`src/hdl/pwp_pkg.sv`:
```
// Shared constants, types and helpers of the peripheral write-protect controller
`default_nettype none
package pwp_pkg;

  ////////////////////////////////////////////////////////////////////////////////
  // Bus widths
  localparam int PWP_DATA_W = 32;
  localparam int PWP_ADDR_W = 16;
  localparam int PWP_STRB_W = 4;
  localparam int PWP_PROT_W = 3;

  ////////////////////////////////////////////////////////////////////////////////
  // Address map: each peripheral on the bridge owns one slot
  localparam int PWP_SLOT_LSB = 10;
  localparam int PWP_SLOT_W   = 3;
  localparam int PWP_NSLOT    = 8;
  localparam int PWP_OFS_W    = 10;
  localparam logic [PWP_SLOT_W-1:0] PWP_SELF_SLOT = 3'h0;
  localparam logic [PWP_OFS_W-1:0]  PWP_OFS_CLEAR = 10'h000;
  localparam logic [PWP_OFS_W-1:0]  PWP_OFS_SET   = 10'h004;

  ////////////////////////////////////////////////////////////////////////////////
  // Protection vector fields and reset values
  localparam int PWP_BIT_POWER_MANAGER  = 1;
  localparam int PWP_BIT_SYSTEM_CONTROL = 2;
  localparam int PWP_BIT_CLOCK_GEN      = 3;
  localparam int PWP_BIT_WATCHDOG       = 4;
  localparam int PWP_BIT_CALENDAR       = 5;
  localparam int PWP_BIT_EXT_IRQ        = 6;
  localparam logic [PWP_DATA_W-1:0] PWP_PROT_RESET = 32'h00000000;
  // Bits 6..1 only; bit 0 and bits 31..7 are reserved and read zero
  localparam logic [PWP_DATA_W-1:0] PWP_VALID_MASK = 32'h0000007e;

  // Bus clocks of the three controllers: first two on, third off
  localparam int PWP_NCTRL = 3;
  localparam logic [PWP_NCTRL-1:0] PWP_CLK_EN_RESET = 3'h3;

  ////////////////////////////////////////////////////////////////////////////////
  // Sequencer states, Gray along idle -> forward -> done
  typedef enum logic [1:0]
  {
    PWP_IDLE = 2'h0,
    PWP_FWD  = 2'h1,
    PWP_DONE = 2'h3
  } pwp_state_t;

  // Merged address/data request: one cycle carries everything
  typedef struct packed
  {
    logic                  valid;
    logic [PWP_ADDR_W-1:0] addr;
    logic                  write;
    logic [PWP_DATA_W-1:0] wdata;
    logic [PWP_STRB_W-1:0] strb;
    logic [PWP_PROT_W-1:0] prot;
    logic                  debug;
  } pwp_req_t;

  typedef struct packed
  {
    logic                  ready;
    logic                  slverr;
    logic [PWP_DATA_W-1:0] rdata;
  } pwp_rsp_t;

  ////////////////////////////////////////////////////////////////////////////////
  // Byte-lane strobes expanded to a bit mask
  function automatic logic [PWP_DATA_W-1:0] pwp_lane_mask(input logic [PWP_STRB_W-1:0] strb);
    logic [PWP_DATA_W-1:0] m;
    m = '0;
    for (int i = 0; i < PWP_STRB_W; i++)
    begin
      m[i*8 +: 8] = {8{strb[i]}};
    end
    return m;
  endfunction

endpackage
`default_nettype wire

```
`src/hdl/pwp_prot_vec.sv`:
```
// Protection vector with set/clear access and double-operation detection
`timescale 1ns/1ns
`default_nettype none
module pwp_prot_vec
  import pwp_pkg::*;
(
  input  wire logic                  mclk,
  input  wire logic                  resetn,
  input  wire logic                  wr_set,
  input  wire logic                  wr_clr,
  input  wire logic [PWP_DATA_W-1:0] wdata,
  input  wire logic [PWP_STRB_W-1:0] strb,
  output logic      [PWP_DATA_W-1:0] vec,
  output logic                       dbl_err
);

  logic [PWP_DATA_W-1:0] ones;
  logic [PWP_DATA_W-1:0] next_vec;

  ////////////////////////////////////////////////////////////////////////////////
  always_comb
  begin
    // Zeros and unselected lanes never touch the state
    ones     = wdata & pwp_lane_mask(strb) & PWP_VALID_MASK;
    dbl_err  = 1'b0;
    next_vec = vec;
    if (wr_set)
    begin
      dbl_err = |(ones & vec);
    end
    else if (wr_clr)
    begin
      dbl_err = |(ones & ~vec);
    end
    // A faulty double operation is discarded whole so program flow errors leave no trace
    if (wr_set && !dbl_err)
    begin
      next_vec = vec | ones;
    end
    else if (wr_clr && !dbl_err)
    begin
      next_vec = vec & ~ones;
    end
  end

  always_ff @(posedge mclk or negedge resetn)
  begin
    if (!resetn)
    begin
      vec <= PWP_PROT_RESET;
    end
    else
    begin
      vec <= next_vec;
    end
  end

endmodule // pwp_prot_vec
`default_nettype wire

```
`src/hdl/pwp_guard.sv`:
```
// Write-protect guard sitting between the bridge and its peripherals
`timescale 1ns/1ns
`default_nettype none
module pwp_guard
  import pwp_pkg::*;
#(
  parameter int NSLOT = PWP_NSLOT
)
(
  input  wire logic                 mclk,
  input  wire logic                 resetn,
  input  wire pwp_req_t             up_req,
  output pwp_rsp_t                  up_rsp,
  output pwp_req_t                  dn_req,
  output logic      [NSLOT-1:0]     dn_sel,
  input  wire pwp_rsp_t             dn_rsp,
  output logic      [PWP_DATA_W-1:0] prot_vec,
  input  wire logic                 clk_en_wr,
  input  wire logic [PWP_NCTRL-1:0] clk_en_val,
  output logic      [PWP_NCTRL-1:0] guard_clk_en
);

  ////////////////////////////////////////////////////////////////////////////////
  // Decode of the incoming request

  pwp_state_t            state;
  pwp_state_t            next_state;
  logic [PWP_SLOT_W-1:0] slot;
  logic [PWP_OFS_W-1:0]  ofs;
  logic                  take;
  logic                  local_hit;
  logic                  hit_set;
  logic                  hit_clr;
  logic                  blocked;
  logic                  wr_set;
  logic                  wr_clr;
  logic                  dbl_err;
  logic [PWP_DATA_W-1:0] vec;

  assign slot      = up_req.addr[PWP_SLOT_LSB +: PWP_SLOT_W];
  assign ofs       = up_req.addr[PWP_OFS_W-1:0];
  assign take      = (state == PWP_IDLE) && up_req.valid;
  assign local_hit = (slot == PWP_SELF_SLOT);
  assign hit_set   = local_hit && (ofs == PWP_OFS_SET);
  assign hit_clr   = local_hit && (ofs == PWP_OFS_CLEAR);

  // Only writes are gated, and the debugger is never gated
  assign blocked = up_req.write && !up_req.debug && vec[slot];

  assign wr_set = take && up_req.write && hit_set;
  assign wr_clr = take && up_req.write && hit_clr;

  ////////////////////////////////////////////////////////////////////////////////
  // Request class: own register, unmapped own offset, blocked or forwarded

  typedef enum logic [1:0]
  {
    PWP_KIND_LOCAL    = 2'h0,
    PWP_KIND_UNMAPPED = 2'h1,
    PWP_KIND_BLOCKED  = 2'h2,
    PWP_KIND_FORWARD  = 2'h3
  } pwp_kind_t;

  pwp_kind_t kind;

  // The guard's own slot is decoded before protection, so it can never lock itself out
  always_comb
  begin
    if (local_hit && (hit_set || hit_clr))
    begin
      kind = PWP_KIND_LOCAL;
    end
    else if (local_hit)
    begin
      kind = PWP_KIND_UNMAPPED;
    end
    else if (blocked)
    begin
      kind = PWP_KIND_BLOCKED;
    end
    else
    begin
      kind = PWP_KIND_FORWARD;
    end
  end

  ////////////////////////////////////////////////////////////////////////////////
  // Helpers of the local, refused and forwarded paths

  // Slot numbers at or above NSLOT select nothing rather than wrapping onto a real slot
  function automatic logic [NSLOT-1:0] slot_select(input logic [PWP_SLOT_W-1:0] s);
    logic [NSLOT-1:0] sel;
    sel = '0;
    for (int i = 0; i < NSLOT; i++)
    begin
      if (s == PWP_SLOT_W'(i))
      begin
        sel[i] = 1'b1;
      end
    end
    return sel;
  endfunction

  // Reads honour byte lanes as writes do; unstrobed lanes return zero
  function automatic logic [PWP_DATA_W-1:0] lane_data(input logic [PWP_DATA_W-1:0] d,
                                                      input logic [PWP_STRB_W-1:0] s);
    return d & pwp_lane_mask(s);
  endfunction

  // Answer of every refused request: one-cycle ready with the error flag
  function automatic pwp_rsp_t err_rsp();
    pwp_rsp_t r;
    r        = '0;
    r.ready  = 1'b1;
    r.slverr = 1'b1;
    return r;
  endfunction

  ////////////////////////////////////////////////////////////////////////////////
  // Protection state

  pwp_prot_vec u_prot_vec
  (
    .mclk    (mclk),
    .resetn  (resetn),
    .wr_set  (wr_set),
    .wr_clr  (wr_clr),
    .wdata   (up_req.wdata),
    .strb    (up_req.strb),
    .vec     (vec),
    .dbl_err (dbl_err)
  );

  // The vector flop inside the submodule drives this output directly
  assign prot_vec = vec;

  ////////////////////////////////////////////////////////////////////////////////
  // Transfer sequencer

  pwp_req_t          next_dn_req;
  logic [NSLOT-1:0]  next_dn_sel;

  always_comb
  begin
    next_state  = state;
    next_dn_req = dn_req;
    next_dn_sel = dn_sel;
    case (state)
      PWP_IDLE:
      begin
        if (up_req.valid)
        begin
          if (kind == PWP_KIND_FORWARD)
          begin
            // Address, data and strobes leave together in one cycle
            next_dn_req       = up_req;
            next_dn_req.valid = 1'b1;
            next_dn_sel       = slot_select(slot);
            next_state        = PWP_FWD;
          end
          else
          begin
            // Own and refused requests answer in one cycle
            next_state = PWP_DONE;
          end
        end
      end
      PWP_FWD:
      begin
        // Peripheral may stretch the transfer with wait states
        if (dn_rsp.ready)
        begin
          next_dn_req.valid  = 1'b0;
          next_dn_sel        = '0;
          next_state         = PWP_DONE;
        end
      end
      PWP_DONE:
      begin
        // Turnaround cycle lets the source drop its request first
        next_state = PWP_IDLE;
      end
      default:
      begin
        next_state        = PWP_IDLE;
        next_dn_req.valid = 1'b0;
        next_dn_sel       = '0;
      end
    endcase
  end

  // No sleep input: the guard runs whenever its clock runs
  always_ff @(posedge mclk or negedge resetn)
  begin
    if (!resetn)
    begin
      state  <= PWP_IDLE;
      dn_req <= '0;
      dn_sel <= '0;
    end
    else
    begin
      state  <= next_state;
      dn_req <= next_dn_req;
      dn_sel <= next_dn_sel;
    end
  end

  ////////////////////////////////////////////////////////////////////////////////
  // Upstream answer: a one-cycle pulse with its error flag and read data

  pwp_rsp_t next_up_rsp;

  always_comb
  begin
    next_up_rsp = '0;
    if ((state == PWP_IDLE) && up_req.valid)
    begin
      case (kind)
        PWP_KIND_LOCAL:
        begin
          // Own registers answer at once, no wait states
          next_up_rsp.ready = 1'b1;
          if (up_req.write)
          begin
            next_up_rsp.slverr = dbl_err;
          end
          else
          begin
            next_up_rsp.rdata = lane_data(vec, up_req.strb);
          end
        end
        PWP_KIND_UNMAPPED:
        begin
          // Unmapped own offsets answer an error and change nothing
          next_up_rsp = err_rsp();
        end
        PWP_KIND_BLOCKED:
        begin
          // Nothing reaches the peripheral; the error alone goes back
          next_up_rsp = err_rsp();
        end
        PWP_KIND_FORWARD:
        begin
          // The answer comes later, from the peripheral
          next_up_rsp = '0;
        end
        default:
        begin
          next_up_rsp = '0;
        end
      endcase
    end
    else if ((state == PWP_FWD) && dn_rsp.ready)
    begin
      next_up_rsp.ready  = 1'b1;
      next_up_rsp.slverr = dn_rsp.slverr;
      next_up_rsp.rdata  = dn_req.write ? '0 : lane_data(dn_rsp.rdata, dn_req.strb);
    end
  end

  always_ff @(posedge mclk or negedge resetn)
  begin
    if (!resetn)
    begin
      up_rsp <= '0;
    end
    else
    begin
      up_rsp <= next_up_rsp;
    end
  end

  ////////////////////////////////////////////////////////////////////////////////
  // Bus clock enables of the guard instances

  logic [PWP_NCTRL-1:0] next_guard_clk_en;

  always_comb
  begin
    next_guard_clk_en = guard_clk_en;
    if (clk_en_wr)
    begin
      next_guard_clk_en = clk_en_val;
    end
  end

  always_ff @(posedge mclk or negedge resetn)
  begin
    if (!resetn)
    begin
      guard_clk_en <= PWP_CLK_EN_RESET;
    end
    else
    begin
      guard_clk_en <= next_guard_clk_en;
    end
  end

endmodule // pwp_guard
`default_nettype wire

```
`config.mk`:
```
export PLATFORM = sky130hd
export DESIGN_NAME = pwp_guard
export DESIGN_NICKNAME = d
export VERILOG_FILES = /design/src/hdl/pwp_pkg.sv /design/src/hdl/pwp_prot_vec.sv /design/src/hdl/pwp_guard.sv
export SDC_FILE = /design/constraint.sdc
export NUM_CORES = 1
export LEC_CHECK = 0
export BUFFER_PORTS_ARGS = -buffer_cell sky130_fd_sc_hd__buf_2
export CAP_MARGIN = 10
export CORE_MARGIN = 1.5
export CORE_UTILIZATION = 46
export DETAILED_ROUTE_END_ITERATION = 10
export PLACE_DENSITY = 0.8
export SLEW_MARGIN = 40
export SYNTH_ARGS = -nofsm -noshare
export SYNTH_HDL_FRONTEND = slang
export SYNTH_HIERARCHICAL = 1
export SYNTH_SLANG_ARGS = --single-unit
```
`constraint.sdc`:
```
create_clock -name mclk -period 3.2 [get_ports mclk]
set_input_delay 0 -clock mclk [delete_from_list [all_inputs] [get_ports mclk]]
set_output_delay 0 -clock mclk [all_outputs]
set_load 0.01 [all_outputs]
```
==> reports/summary.txt <==
Grt ovf -> 0
CP max stage delay -> 0.58 ns
Slew margin rel. -> 53.1%
Final setup margin -> 0.449 ns
Worst-Skew Late Latency -> 0.38 ns
CP startpoint kind -> flop
DR WL/cell -> 17.1 µm
Slowest CP cell -> dlygate4sd3_1
Register area share after synthesis -> 57.5%
FFs w/ async S/R, synth -> 100%
Clock buffer depth -> 2
Post-cts sizing count -> 0
WHS -> 0.0146 ns
Setup WS pre-CTS -> 0.640 ns
Layout cell share with drive strength beyond 1 -> 39.9%
Total die area -> 11100 µm²
CTS Sinks -> 111
# hold bufs at CTS -> 96
Dpl cells -> 678
Synth Flop Type -> dfrtp_1
Top cell type's share of synthesized area -> 56.4%
Pwr dens -> 655 nW/µm²
Initial antenna violation count -> 0
Int Power -> 0.00303 W
First-pass GRT wire length -> 21.7 mm
Iteration count of the initial detailed-routing pass -> 4
Die Span X -> 105 µm
Post-route DRC -> 0
Min-Delay Path Class -> in -> reg
Max-Cap Viols -> 0
Vias per inst -> 5.06
Top Ports -> 233
WS Path Type -> reg -> reg
Total GRT Usage -> 24.8%
Combinational Power Share -> 35.5%
Routed Antenna Nets -> 0
Syn Inst Count -> 353
Least-Margin Pin Slew -> 0.704 ns
Leak -> 3.53 nW
CP Max Fanout -> 8
Yosys cell types -> 47
Cell chain of the critical path -> nor2_1 > and2_1 > nand3_1 > nor3_1 > nand3b_1 > o22ai_1 > nand3_1 > o21ai_0 > a32oi_1 > dlygate4sd3_1 > nor2_1
Vias post-DR -> 3994
Post-synth EDFFs -> 0
Worst VDD drop -> 310 µV
Outcome -> finished, final reports clean
Layout Nets -> 748
CP arrival -> 3.00 ns
Number of diodes -> 0
Starting Density -> 47.0%
Final slew viol count -> 0
Setup TNS -> 0 ns
Number of global-route vias before repair -> 4373
Area grow syn2layout -> 45.0%
Worst Path Buf+Inv -> 1
Number of synthesized register bits -> 111
Final Non-Filler Cells -> 790
Core Area -> 10300 µm²
Standard-cell rows -> 37
Synth Cell Area -> 4830 µm²
Max Freq -> 0.364 GHz
Clk slew on worst S/H paths -> 0.10 ns
Area contributors post-synth -> dfrtp_1, mux2_1, a22o_1
Postcts setup bufs -> 0
Clock network fraction of design power -> 18.5%
Initial DRC count -> 154
Yosys warns -> 6
RSZ-0062 raised after global routing -> false
TritonCTS Buffers -> 9
Fin. Hold Viols -> 0
Port Buffers -> 206
CTS tree -> built
P_sw -> 0.00156 W
Largest area contributor in the netlist -> dfrtp_1
Flop pwr share -> 45.9%
GP Congestion -> 0.820
Die height -> 105 µm
Critical path required time -> 3.45 ns
Min Tclk post-route -> 2.75 ns
Delay-heaviest family, CP -> simple AND/OR/NAND/NOR gates
Largest net degree at the start of global routing -> 91
Sw frac -> 34.0%
Setup crit end kind -> flop
Post-Syn Area per Cell -> 13.7 µm²
H-tree Lvls -> 3
Tcrit/Tclk final -> 86.0%
Skew final -> 0.0176 ns
DPL Wire Length -> 8.47 mm
DRT Wirelength -> 13.5 mm
Final setup vio count -> 0
Final core occ -> 68.2%
Clk root buf -> clkbuf_8
## logic make-up after synthesis
| logic type | count (synthesis) | synth area share [%] |
|---|---|---|
| DFF | 111 | 57.5 |
| muxes | 66 | 16.0 |
| AOI/OAI and AO/OA | 64 | 11.8 |
| and+or+nand+nor | 59 | 7.20 |
| buffers and inverters | 51 | 7.17 |
| adders and majority gates | 1 | 0.259 |
| other | 1 | 0.0776 |
## cell usage in the layout (no fill, tap or decap), drive strengths merged, types with 7 or more instances in the layout
master / instances
conb: 26
and2: 11
nor3: 7
nand2: 11
dfrtp: 109
buf: 209
dlygate4sd3: 96
clkbuf: 11
a22o: 38
nor2: 9
mux2: 59
## sequential cells by signal (all words and copies together), names as in the netlist, named ones only
signal	count
dn_sel	8
state	2
guard_clk_en	3
up_rsp	34
dn_req	58
## area by class of cell
cell class | instances | area [µm²]
fill | 738 | 3270
sequential | 111 | 2780
timing repair buffer | 306 | 2030
multi-input combinational | 216 | 1810
tap | 136 | 170
clock buffer | 10 | 128
clock inverter | 6 | 71.3
inverter | 5 | 18.8
## cells in the mapped netlist, types with 7 or more instances
cell and number:
mux2_4 7, mux2_1 40, nand2_1 10, buf_4 27, mux2_2 12, clkbuf_1 11
buf_6 7, a22o_1 38, and2_1 9, nor2_1 9, dfrtp_1 109
## final timing paths
path / startpoint / slack, ns / depth (start not counted) / to
max reg2reg: state[1] / 0.45 / 11 / up_rsp[32]
min reg2reg: dn_req[2] / 0.49 / 1 / dn_req[2]
max in group asynchronous: resetn / 2.17 / 3 / up_rsp[22]
min in group asynchronous: resetn / 0.24 / 2 / dn_req[20]
max: state[1] / 0.45 / 11 / up_rsp[32]
min: up_req[51] / 0.01 / 3 / dn_sel[5]
## per-layer routing
layer / global-route usage (%) / routed length (µm)
met1: 28.6 / 5250
met2: 44.9 / 7110
met3: 4.76 / 835
met4: 10.8 / 343
met5: 0 / 0
## worst min-delay path, cell delays in order
cell,delay [ns]
buf_2,0.17
nand3b_1,0.12
o2bb2ai_1,0.06
## stage by stage
step / power (W) / area, µm²
3_5_place_dp: 0.00363 / 5840
6_report: 0.00459 / 7000
3_3_place_gp: 0.00356 / 5830
2_1_floorplan: 0.00298 / 4930
5_1_grt: 0.00484 / 7000
4_1_cts: 0.00458 / 7000
## power by group through the flow
stage               clock, W  combinational [W]  sequential, W
floorplan                  0           0.000686        0.00229
global placement           0            0.00147        0.00209
detailed placement         0            0.00151        0.00212
CTS                 0.000869            0.00161        0.00209
global route        0.000922            0.00175        0.00217
finish              0.000850            0.00163        0.00211
No activity file was read; power rests on OpenSTA's default activity.
